[config.mk]
export PLATFORM = sky130hd
export DESIGN_NAME = mcr_dev_flat
export DESIGN_NICKNAME = d
export VERILOG_FILES = /design/src/mcr_pkg.sv /design/src/mcr_if.sv /design/src/mcr_dev.sv /design/src/flat_wrapper.sv
export SDC_FILE = /design/constraint.sdc
export NUM_CORES = 1
export LEC_CHECK = 0
export BUFFER_PORTS_ARGS = -buffer_cell sky130_fd_sc_hd__buf_2
export CORE_MARGIN = 3
export CORE_UTILIZATION = 54
export CTS_BUF_LIST = sky130_fd_sc_hd__clkbuf_8
export DETAILED_ROUTE_END_ITERATION = 8
export PLACE_DENSITY = 0.83
export SETUP_SLACK_MARGIN = 0.1
export SLEW_MARGIN = 5
export SYNTH_ARGS = -nofsm -noshare
export SYNTH_HDL_FRONTEND = slang
export SYNTH_SLANG_ARGS = --single-unit
[constraint.sdc]
create_clock -name clk -period 2.55 [get_ports clk]
set_input_delay 0.1275 -clock clk [delete_from_list [all_inputs] [get_ports clk]]
set_output_delay 0.1275 -clock clk [all_outputs]
set_load 0.02 [all_outputs]
[src/mcr_pkg.sv]
// Purpose: shared constants for the command/response packet ends
// Assumes: one clock, synchronous active-low reset
// Notes: field positions and status codes of the 32-bit words
package mcr_pkg;
  localparam int CMD_USED_W = 28;
  localparam int RSP_USED_W = 26;
  localparam int RW_BIT = 24;
  localparam int REG_HI = 23;
  localparam int REG_LO = 16;
  localparam int DATA_HI = 15;
  localparam int STAT_HI = 25;
  localparam int STAT_LO = 24;
  localparam int CKS_HI = 31;
  localparam int CKS_LO = 28;
  localparam int PEND_SLOTS = 8;
  localparam logic [7:0] REG_STATUS = 8'h00;
  localparam logic [7:0] REG_AUTO_EXT_ACCESS = 8'h0b;
  localparam logic [7:0] REG_AEA_FIRST = 8'h01;
  localparam logic [7:0] REG_AEA_LAST = 8'h07;
  localparam logic [15:0] ID_RESET = 16'h0000;
  localparam logic [31:0] WORD_RESET = 32'h00000000;
  // host register offsets (byte addresses)
  localparam logic [7:0] HOFF_CMD = 8'h00;
  localparam logic [7:0] HOFF_RSP = 8'h04;
  localparam logic [7:0] HOFF_STAT = 8'h08;
  localparam logic [7:0] HOFF_IEN = 8'h0c;
  localparam logic [7:0] HOFF_ICLR = 8'h10;
  typedef enum logic [1:0] {
    MCR_ST_OK = 2'h0,
    MCR_ST_EXEC_ERR = 2'h1,
    MCR_ST_AUTO_EXT = 2'h2,
    MCR_ST_PENDING = 2'h3
  } mcr_status_t;

  // checksum: xor of four bytes with bits 31:28 cleared, then fold nibbles
  function automatic logic [3:0] mcr_cks(input logic [31:0] w);
    logic [7:0] b;
    b = {4'h0, w[27:24]} ^ w[23:16] ^ w[15:8] ^ w[7:0];
    return b[7:4] ^ b[3:0];
  endfunction
endpackage

[src/mcr_if.sv]
// Purpose: word link between host end and module end
// Assumes: both ends on clk
// Notes: one word per valid pulse each way
interface mcr_if;
  logic cmd_valid;
  logic [31:0] cmd_word;
  logic rsp_valid;
  logic [31:0] rsp_word;
  modport host (output cmd_valid, output cmd_word,
    input rsp_valid, input rsp_word);
  modport dev (input cmd_valid, input cmd_word,
    output rsp_valid, output rsp_word);
endinterface

[src/mcr_dev.sv]
// Purpose: module end; decodes commands, builds responses
// Assumes: user side executes commands and reports results
// Notes: pending ids are one-hot slots freed by the user side
//
// Chosen here: the register addresses and the AHB-Lite slave port.
import mcr_pkg::*;

// Notes on behaviour
// - command content sits in low 28 bits
// - bit24 write, 23:16 register, 15:0 data
// - response uses low 26 bits only; here frame bits also fill 27:26
// - status codes ok, error, auto-ext, pending
// - ok only without error or auto-ext
// - error code when execution failed
// - auto-ext returns byte count in data
// - pending answered in time, work continues
// - host polls register 0 for completion
// - pending: low byte zero, one id bit
// - auto-ext write may carry pending id
// - host repeats auto-ext write to access register
// - four-bit checksum folded from byte xor
// - register 0x0b reaches auto-ext location
module mcr_dev import mcr_pkg::*; (
  input wire logic clk,
  input wire logic rst_n,
  input wire logic ce,
  mcr_if.dev link,
  output logic req_valid,
  output logic req_write,
  output logic [7:0] req_reg,
  output logic [15:0] req_data,
  output logic [7:0] req_pend_id,
  output logic cks_err,
  input wire logic res_valid,
  input wire logic res_error,
  input wire logic res_pending,
  input wire logic res_auto_ext,
  input wire logic [15:0] res_data,
  input wire logic [7:0] pend_done,
  output logic [7:0] pend_busy
);
  // state held between command and result
  logic [31:0] rsp_reg;
  logic rsp_valid_reg;
  logic [7:0] busy_reg;
  logic [7:0] busy_next;
  logic [7:0] req_reg_reg;
  logic [7:0] pend_id_reg;
  logic wait_reg;
  logic [31:0] last_rsp_reg;

  ////////////////////////////////////////////////////////////////
  // command decode
  // the word is only looked at while the end is idle
  // and the clock enable is high
  // resend asks for a replay of the last answer
  wire [31:0] cw = link.cmd_word;
  wire cks_ok = (cw[CKS_HI:CKS_LO] == mcr_cks(cw));
  wire resend = cw[27]; // resend_request_bit
  wire cmd_take = ce && link.cmd_valid && !wait_reg;
  wire cmd_good = cmd_take && cks_ok && !resend;
  wire is_write = cw[RW_BIT];
  wire [7:0] cmd_reg = cw[REG_HI:REG_LO];
  wire [15:0] cmd_data = cw[DATA_HI:0];

  ////////////////////////////////////////////////////////////////
  // lowest free pending slot, one-hot
  // a slot stays taken until the user side frees it,
  // so two open operations never share an id
  wire [7:0] free_slots = ~busy_reg;
  wire [7:0] free_pick = free_slots & (~free_slots + 8'h01);
  wire slot_free = (free_pick != 8'h00);

  ////////////////////////////////////////////////////////////////
  // response status selection
  // error beats auto-ext, auto-ext beats pending;
  // with every slot taken a pending result reads as ok
  wire res_take = ce && wait_reg && res_valid;
  wire use_pend = res_pending && slot_free;
  mcr_status_t st;
  assign st = res_error ? MCR_ST_EXEC_ERR :
    res_auto_ext ? MCR_ST_AUTO_EXT :
    use_pend ? MCR_ST_PENDING :
    MCR_ST_OK;

  // data field: id for pending, count for auto-ext
  wire [15:0] rsp_data =
    (st == MCR_ST_PENDING) ? {free_pick, 8'h00} :
    (st == MCR_ST_AUTO_EXT && use_pend) ?
      {free_pick, res_data[7:0]} :
    res_data;

  ////////////////////////////////////////////////////////////////
  // framing of the outbound word
  // the frame bits are part of the checksum, so they are
  // placed before the nibbles are folded
  wire [1:0] frame_ok = 2'b01;
  wire [31:0] rsp_body =
    {4'h0, frame_ok, st, req_reg_reg, rsp_data};
  wire [31:0] rsp_full = {mcr_cks(rsp_body), rsp_body[27:0]};
  // answer to a damaged command: error flag set, no body
  wire [31:0] err_body = 32'h0c000000;
  wire [31:0] err_word = {mcr_cks(err_body), err_body[27:0]};

  ////////////////////////////////////////////////////////////////
  // what the response register loads next
  // a replay sends the last good answer unchanged
  wire rsp_load = res_take || (cmd_take && (!cks_ok || resend));
  wire [31:0] rsp_pick = res_take ? rsp_full :
    !cks_ok ? err_word :
    last_rsp_reg;

  // slot allocate on pending answer, release on done
  // a release and a new allocation may fall in one cycle
  assign busy_next = (busy_reg & ~pend_done) |
    ((res_take && use_pend) ? free_pick : 8'h00);

  ////////////////////////////////////////////////////////////////
  // pending slot bookkeeping
  // the port mirrors the slots held
  always_ff @(posedge clk) begin
    if (!rst_n) begin
      busy_reg <= 8'h00;
      pend_busy <= 8'h00;
    end else if (ce) begin
      busy_reg <= busy_next;
      pend_busy <= busy_next;
    end
  end

  ////////////////////////////////////////////////////////////////
  // one command outstanding; later commands are dropped
  always_ff @(posedge clk) begin
    if (!rst_n) begin
      wait_reg <= 1'b0;
    end else if (ce) begin
      if (cmd_good) begin
        wait_reg <= 1'b1;
      end else if (res_take) begin
        wait_reg <= 1'b0;
      end
    end
  end

  ////////////////////////////////////////////////////////////////
  // request to the user side, a one-cycle strobe
  // the fields stand until the next accepted command
  always_ff @(posedge clk) begin
    if (!rst_n) begin
      req_valid <= 1'b0;
      req_write <= 1'b0;
      req_reg <= 8'h00;
      req_data <= ID_RESET;
      req_pend_id <= 8'h00;
      req_reg_reg <= 8'h00;
    end else if (ce) begin
      req_valid <= cmd_good; // bits 26:25 ignored
      if (cmd_good) begin
        req_write <= is_write;
        req_reg <= cmd_reg; // reg 0x0b passed to user side
        req_data <= cmd_data;
        req_pend_id <= free_pick;
        req_reg_reg <= cmd_reg;
      end
    end
  end

  ////////////////////////////////////////////////////////////////
  // response register and replay copy
  // the replay copy holds only answers to good commands
  always_ff @(posedge clk) begin
    if (!rst_n) begin
      rsp_reg <= WORD_RESET;
      rsp_valid_reg <= 1'b0;
      last_rsp_reg <= WORD_RESET;
    end else if (ce) begin
      rsp_valid_reg <= rsp_load;
      if (rsp_load) begin
        rsp_reg <= rsp_pick;
      end
      if (res_take) begin
        last_rsp_reg <= rsp_full;
      end
    end
  end

  ////////////////////////////////////////////////////////////////
  // id handed out with the latest answer
  always_ff @(posedge clk) begin
    if (!rst_n) begin
      pend_id_reg <= 8'h00;
    end else if (ce && res_take) begin
      pend_id_reg <= use_pend ? free_pick : 8'h00;
    end
  end

  ////////////////////////////////////////////////////////////////
  // one-cycle flag for a damaged inbound word
  always_ff @(posedge clk) begin
    if (!rst_n) begin
      cks_err <= 1'b0;
    end else if (ce) begin
      cks_err <= cmd_take && !cks_ok;
    end
  end

  ////////////////////////////////////////////////////////////////
  // link outputs come straight from the registers
  assign link.rsp_valid = rsp_valid_reg;
  assign link.rsp_word = rsp_reg;
endmodule // mcr_dev

[src/flat_wrapper.sv]
// flat-port wrapper written by rule: the top's interface ports become plain ports
module mcr_dev_flat import mcr_pkg::*;
  (clk, rst_n, ce, req_valid, req_write, req_reg, req_data, req_pend_id, cks_err, res_valid, res_error, res_pending, res_auto_ext, res_data, pend_done, pend_busy, link_cmd_valid, link_cmd_word, link_rsp_valid, link_rsp_word);
  mcr_if link_i ();
  input wire logic clk;
  input wire logic rst_n;
  input wire logic ce;
  output logic req_valid;
  output logic req_write;
  output logic [7:0] req_reg;
  output logic [15:0] req_data;
  output logic [7:0] req_pend_id;
  output logic cks_err;
  input wire logic res_valid;
  input wire logic res_error;
  input wire logic res_pending;
  input wire logic res_auto_ext;
  input wire logic [15:0] res_data;
  input wire logic [7:0] pend_done;
  output logic [7:0] pend_busy;
  input wire logic [$bits(link_i.cmd_valid)-1:0] link_cmd_valid;
  input wire logic [$bits(link_i.cmd_word)-1:0] link_cmd_word;
  output wire logic [$bits(link_i.rsp_valid)-1:0] link_rsp_valid;
  output wire logic [$bits(link_i.rsp_word)-1:0] link_rsp_word;
  assign link_i.cmd_valid = link_cmd_valid;
  assign link_i.cmd_word = link_cmd_word;
  assign link_rsp_valid = link_i.rsp_valid;
  assign link_rsp_word = link_i.rsp_word;
  mcr_dev u_core (.clk(clk), .rst_n(rst_n), .ce(ce), .link(link_i), .req_valid(req_valid), .req_write(req_write), .req_reg(req_reg), .req_data(req_data), .req_pend_id(req_pend_id), .cks_err(cks_err), .res_valid(res_valid), .res_error(res_error), .res_pending(res_pending), .res_auto_ext(res_auto_ext), .res_data(res_data), .pend_done(pend_done), .pend_busy(pend_busy));
endmodule
Word-level counts from Yosys, hierarchy flattened:

Index checks and enable logic that the tools add are counted.

* multiplexer cells: 10
* reduce and logical (&&, ||, !) cells: 22
* add/subtract/negate cells: 1
* bitwise logic cells: 14
* equal/unequal tests: 3

Operators with widths (count)
* $mux W32: 2
* $mux W16: 2
* $xor A8 B8 Y8: 4
* $not A8 Y8: 3
* $and A8 B8 Y8: 2
* $logic_and A1 B1 Y1: 11
* $add A8 B1 Y8 const B: 1
* $mux W8: 1
* $or A8 B8 Y8: 1
* $reduce_and A2 Y1: 4
* $reduce_bool A8 Y1: 1
* $xor A3 B8 Y8: 1
* $xor A4 B4 Y4: 2
* $xor A4 B8 Y8: 1
* $mux W2: 3
* $eq A2 B2 Y1 const B: 2
* $eq A4 B4 Y1: 1
* $logic_not A1 Y1: 3
* $logic_or A1 B1 Y1: 2
* $mux W1: 2
* $reduce_bool A2 Y1: 1

* output and inout port bits: 76
* register bits after elaboration: 108
* logic and storage cells: 61

Depth between registers and ports, before layout:

* depth after elaboration: 17
* mapped depth: 10
* gate-level depth less buffers: 7

Worst setup path after synthesis:

OpenSTA, ideal clock, no wires.

* path type: register -> register
* start point: reg u_core.busy_reg[1]
* end point: reg u_core.last_rsp_reg[30]
* path buffers: 1
* required time: 2429 ps
* arrival: 1981 ps
* period minus slack after synthesis: 2102 ps
* stages on the path, launching flop included: 9
* setup slack: 448 ps
* path through: dfxtp_1 -> buf_2 -> nand4_1 -> nor2_1 -> a32oi_1 -> xnor3_1 -> xnor2_1 -> o21ai_0 -> nor2_1

* longest elaborated chain between the ends: 16
* elaborated cells between the ends (all ways): 17
* classes of those cells: add/sub: 1; eq/ne: 2; mux: 5; bitwise: 6; reduce/logical: 3

RTL lines
* from (decl): line mcr_dev.sv:45 `logic [7:0] busy_reg;`
* from (signal assigned): line mcr_dev.sv:126 `busy_reg <= busy_next;`
* $not A8 Y8 (*): line mcr_dev.sv:70 `wire [7:0] free_slots = ~busy_reg;`
* $not A8 Y8: line mcr_dev.sv:71 `wire [7:0] free_pick = free_slots & (~free_slots + 8'h01);`
* $add A8 B1 Y8: line mcr_dev.sv:71
* $and A8 B8 Y8 (*): line mcr_dev.sv:71
* $reduce_bool A8 Y1: line mcr_dev.sv:72 `wire slot_free = (free_pick != 8'h00);`
* $logic_and A1 B1 Y1: line mcr_dev.sv:79 `wire use_pend = res_pending && slot_free;`
* $mux W2: line mcr_dev.sv:83 `use_pend ? MCR_ST_PENDING :`
* $mux W2: line mcr_dev.sv:82 `res_auto_ext ? MCR_ST_AUTO_EXT :`
* $mux W2: line mcr_dev.sv:81 `assign st = res_error ? MCR_ST_EXEC_ERR :`
* $eq A2 B2 Y1: line mcr_dev.sv:89 `(st == MCR_ST_AUTO_EXT && use_pend) ?`
* $logic_and A1 B1 Y1: line mcr_dev.sv:89
* $mux W16: line mcr_dev.sv:89
* $mux W16 (*): line mcr_dev.sv:88 `(st == MCR_ST_PENDING) ? {free_pick, 8'h00} :`
* $xor A8 B8 Y8: line mcr_pkg.sv:38 `b = {4'h0, w[27:24]} ^ w[23:16] ^ w[15:8] ^ w[7:0];`
* $xor A8 B8 Y8 (*): line mcr_pkg.sv:38
* $xor A4 B4 Y4 (*): line mcr_pkg.sv:39 `return b[7:4] ^ b[3:0];`
* to (signal assigned): line mcr_dev.sv:182 `last_rsp_reg <= rsp_full;`
* to (decl): line mcr_dev.sv:50 `logic [31:0] last_rsp_reg;`

Every way passes the cells marked *; elsewhere a longest branch is shown, timed or not.
A chain may end at the register's enable or synchronous reset.

Final worst setup path:

* start point: reg u_core.busy_reg[1]
* end point: reg u_core.last_rsp_reg[29]

* longest elaborated chain between the ends: 16
* elaborated cells between the ends (all ways): 18
* classes of those cells: add/sub: 1; eq/ne: 2; mux: 5; bitwise: 7; reduce/logical: 3

RTL lines (line)
* $not A8 Y8 (*): mcr_dev.sv:70
* $not A8 Y8: mcr_dev.sv:71
* $add A8 B1 Y8: mcr_dev.sv:71
* $and A8 B8 Y8 (*): mcr_dev.sv:71
* $reduce_bool A8 Y1: mcr_dev.sv:72
* $logic_and A1 B1 Y1: mcr_dev.sv:79
* $mux W2: mcr_dev.sv:83
* $mux W2: mcr_dev.sv:82
* $mux W2: mcr_dev.sv:81
* $eq A2 B2 Y1: mcr_dev.sv:89
* $logic_and A1 B1 Y1: mcr_dev.sv:89
* $mux W16: mcr_dev.sv:89
* $mux W16: mcr_dev.sv:88
* $xor A8 B8 Y8: mcr_pkg.sv:38
* $xor A8 B8 Y8 (*): mcr_pkg.sv:38
* $xor A4 B4 Y4 (*): mcr_pkg.sv:39

Marked as above.

==> results.md <==
* RSZ-0062 raised after global routing: no
* Worst setup path endpoint: u_core.last_rsp_reg[29]$_SDFFE_PN0P_
* Headroom to the max-slew limit at 0.515
* # rows at 33
* Top Layer Used: met4
* Compound-Gate Fraction of Synth Area at 0.201
* Final min period at 2.19 ns
* Final setup margin at 0.356 ns
* Max frequency at 456 MHz
* Syn_nets at 663
* Fin. max-slew vios at 0
* Fill count at 726
* Switching power total at 0.914 mW
* Wl on met1 at 5410 um
* Clock Root Buffer: clkbuf_8
* DIE AREA at 10,100 um2
* Die Wd at 100 um
* Max FFs per register at 32
* Initial antenna violation count at 0
* Initial Utilization at 0.571
* Htree depth at 3
* Number of max-cap violations at 0
* Mean Syn Cell Area at 8.04 um2
* DR WL met3 at 1250 um
* Die Span Y at 100 um
* FF-to-FF Start: u_core.busy_reg[1]$_SDFFE_PN0P_
* Number of synthesized register bits at 108
* Routed WL at 13,400 um
* Port Buf Inserts at 139
* CTS tree: yes
* Worst reg2reg path endpoint: u_core.last_rsp_reg[29]$_SDFFE_PN0P_
* Syn Inst Count at 599
* Routed length per instance at 16.1 um
* Global-route wire length before repair at 21,100 um
* Worst setup EP type: register
* Register area share after synthesis at 0.449
* Resized cells post-CTS at 0
* Clock Power Share at 0.326
* Hold Slack at 0.0152 ns
* Worst Hold Class: in2reg
* R2R cell count at 9
* # diodes at 0
* Critical Path Start Type: register
* Mux cell area share after synthesis at 0.0107
* VDD IR max at 0.000302 V
* Vias in the first global route at 4,441
* Internal power at 2.29 mW
* FF-to-FF setup slack at 0.36 ns
* Kind of critical path: reg2reg
* First drt pass iteration count at 4
* CTS Sinks at 108
* Synth Area in XOR/XNOR at 0.0866
* Num CTS Buffers at 9
* Clock tree buffer depth at 2
* Tcrit/Tclk final at 0.860
* Share of layout cells above drive strength 1 at 0.246
* Post-route clock skew at 0.00974 ns
* Final Hold Fails at 0
* Core area at 8420 um2
* Combinational family with the most area after synthesis: compound AO/OA/AOI/OAI gates
* WP data required at 2.80 ns
* Post-Route Utilization at 0.688
* Placer Congestion at 0.840
* Final setup violation count at 0
* Clk_lat worst skew at 0.36 ns
* Async set or reset register ratio after synthesis at 0
* Pre-CTS WS at 0.323 ns
* Cell Area, Synth at 4810 um2
* Net Sw Frac at 0.285
* TNS Setup at 0 ns
* Synth unique cells at 47
* Cell Count Post-Placement at 811
* Initial DRC Count at 252
* Slew @ Worst Pin at 0.727 ns
* IO Count at 140
* Final ANT Viol Nets at 0
* Clock transition at path regs at 0.11 ns
* Total GRT Usage at 0.258
* Vias post-DR at 4,704
* Gr ovfl total at 0
* Seq pwr share at 0.535
* Critical Path Start: u_core.busy_reg[1]$_SDFFE_PN0P_
* Max FO, Critical Path at 15
* Drc violations at 0
* Lkg Pwr at 2.43 nW
* Status: completed
* Largest net degree at the start of global routing at 68
* Final std cells w/o fill at 832
* Via density per instance at 5.65
* Post-DP HPWL at 9730 um
* Synth Area in Adders at 0
* Routed wl met2 at 6480 um
* EDFF count, synth at 0
* Most used DFF post-synth: dfxtp_1
* Post-Synth Simple-Gate Area at 0.199
* YS warnings at 0
* Area growth from synthesis to layout at 20.4%
* Gate power share at 0.139
* Crit path arrival time at 2.44 ns
* Nets@finish at 786
* P per Cell Area at 554 nW/um2
==> cells in the final DEF, fill, tap and decap left out, types with 3 or more instances in the layout <==
master,synthesis,routed
a22o_1,6,6
a311oi_1,4,4
a211oi_1,6,6
buf_4,8,18
inv_1,7,6
nor2_1,50,50
nand3_1,6,6
nor2b_1,3,3
a32oi_1,7,7
a21o_1,3,3
o31ai_1,9,8
nand2_1,135,135
or3_1,3,3
o22ai_1,4,4
o221ai_1,4,4
mux2i_1,4,4
xnor2_1,40,40
nor3_1,7,6
nand4_1,4,4
dfxtp_1,108,108
xor2_1,5,5
clkbuf_8,0,10
a31oi_1,3,3
o21ai_0,21,20
buf_2,8,139
a21oi_1,73,73
nand2b_1,7,7
dlygate4sd3_1,0,4
a22oi_1,10,10
==> worst min-delay path by stage <==
stage	endpoint	slack, ns	cells past startpoint	from
4_1_cts	u_core.req_data[5]$_SDFFE_PN0P_	0.01	3	link_cmd_word[5]
5_1_grt	u_core.req_data[5]$_SDFFE_PN0P_	0.02	3	link_cmd_word[5]
3_5_place_dp	u_core.busy_reg[4]$_SDFFE_PN0P_	0.34	2	pend_done[4]
3_3_place_gp	u_core.busy_reg[4]$_SDFFE_PN0P_	0.33	2	pend_done[4]
6_report	u_core.req_data[9]$_SDFFE_PN0P_	0.02	3	link_cmd_word[9]
2_1_floorplan	u_core.busy_reg[0]$_SDFFE_PN0P_	0.25	1	pend_done[0]
==> layout make-up <==
| type | count | area, um2 | area share |
|---|---|---|---|
| flip-flops and latches | 108 | 2160 | 0.373 |
| repair buffers | 161 | 871 | 0.150 |
| multi-input cells | 435 | 2400 | 0.415 |
| clock buffers | 10 | 138 | 0.0238 |
| clock inverters | 6 | 62.6 | 0.0108 |
| well taps | 105 | 131 | 0.0227 |
| inverters | 7 | 26.3 | 0.00453 |
==> Yosys cell counts, types with 3 or more instances <==
| cell | n | area [um2] |
|---|---|---|
| a211oi_1 | 6 | 45.0 |
| a21o_1 | 3 | 22.5 |
| a21oi_1 | 73 | 365 |
| a22o_1 | 6 | 52.6 |
| a22oi_1 | 10 | 75.1 |
| a311oi_1 | 4 | 35.0 |
| a31oi_1 | 3 | 18.8 |
| a32oi_1 | 7 | 61.3 |
| buf_2 | 8 | 40.0 |
| buf_4 | 8 | 60.1 |
| clkbuf_1 | 30 | 113 |
| dfxtp_1 | 108 | 2160 |
| inv_1 | 7 | 26.3 |
| mux2i_1 | 4 | 40.0 |
| nand2_1 | 135 | 507 |
| nand2b_1 | 7 | 43.8 |
| nand3_1 | 6 | 30.0 |
| nand4_1 | 4 | 25.0 |
| nor2_1 | 50 | 188 |
| nor2b_1 | 3 | 18.8 |
| nor3_1 | 7 | 35.0 |
| o21ai_0 | 21 | 105 |
| o221ai_1 | 4 | 35.0 |
| o22ai_1 | 4 | 25.0 |
| o31ai_1 | 9 | 67.6 |
| or3_1 | 3 | 18.8 |
| xnor2_1 | 40 | 350 |
| xor2_1 | 5 | 43.8 |
==> power groups by stage <==
| stage | registers, mW | clock network (mW) | logic [mW] |
|---|---|---|---|
| floorplan | 1.77 | 0 | 0.263 |
| global placement | 1.76 | 0 | 0.427 |
| detailed placement | 1.76 | 0 | 0.434 |
| CTS | 1.72 | 1.05 | 0.441 |
| global route | 1.72 | 1.11 | 0.482 |
| finish | 1.72 | 1.05 | 0.444 |
==> stage by stage <==
step / power, mW / instance area (um2)
2_1_floorplan: 2.04 / 4810
5_1_grt: 3.31 / 5790
3_3_place_gp: 2.18 / 5550
3_5_place_dp: 2.19 / 5550
6_report: 3.21 / 5790
4_1_cts: 3.21 / 5790
==> cells by family after synthesis <==
family,after synthesis
AO/OA/AOI/OAI,157
XOR/XNOR,46
buffers and inverters,56
flip-flops,108
multiplexers,5
AND/OR/NAND/NOR,227
==> critical path: stages (launching register included) <==
cell	delay, ns
dfxtp_1	0.50
nand4_1	0.12
buf_4	0.18
o21ai_1	0.16
buf_4	0.22
a32oi_1	0.07
a31oi_1	0.33
xnor2_1	0.13
xnor2_1	0.24
o22ai_1	0.12
==> metal layers <==
layer / vias up / global-route usage
li1: 2278 / -
met1: 2171 / 0.330
met2: 236 / 0.444
met3: 19 / 0.0473
met4: 0 / 0.0777
met5: - / 0
==> timing repair <==
action,in CTS,in global routing
endpoints found under the setup margin,0,3
buffers inserted,0,1
hold endpoints to repair,4,0
hold buffers,4,0
No activity file was read; power rests on OpenSTA's default activity.
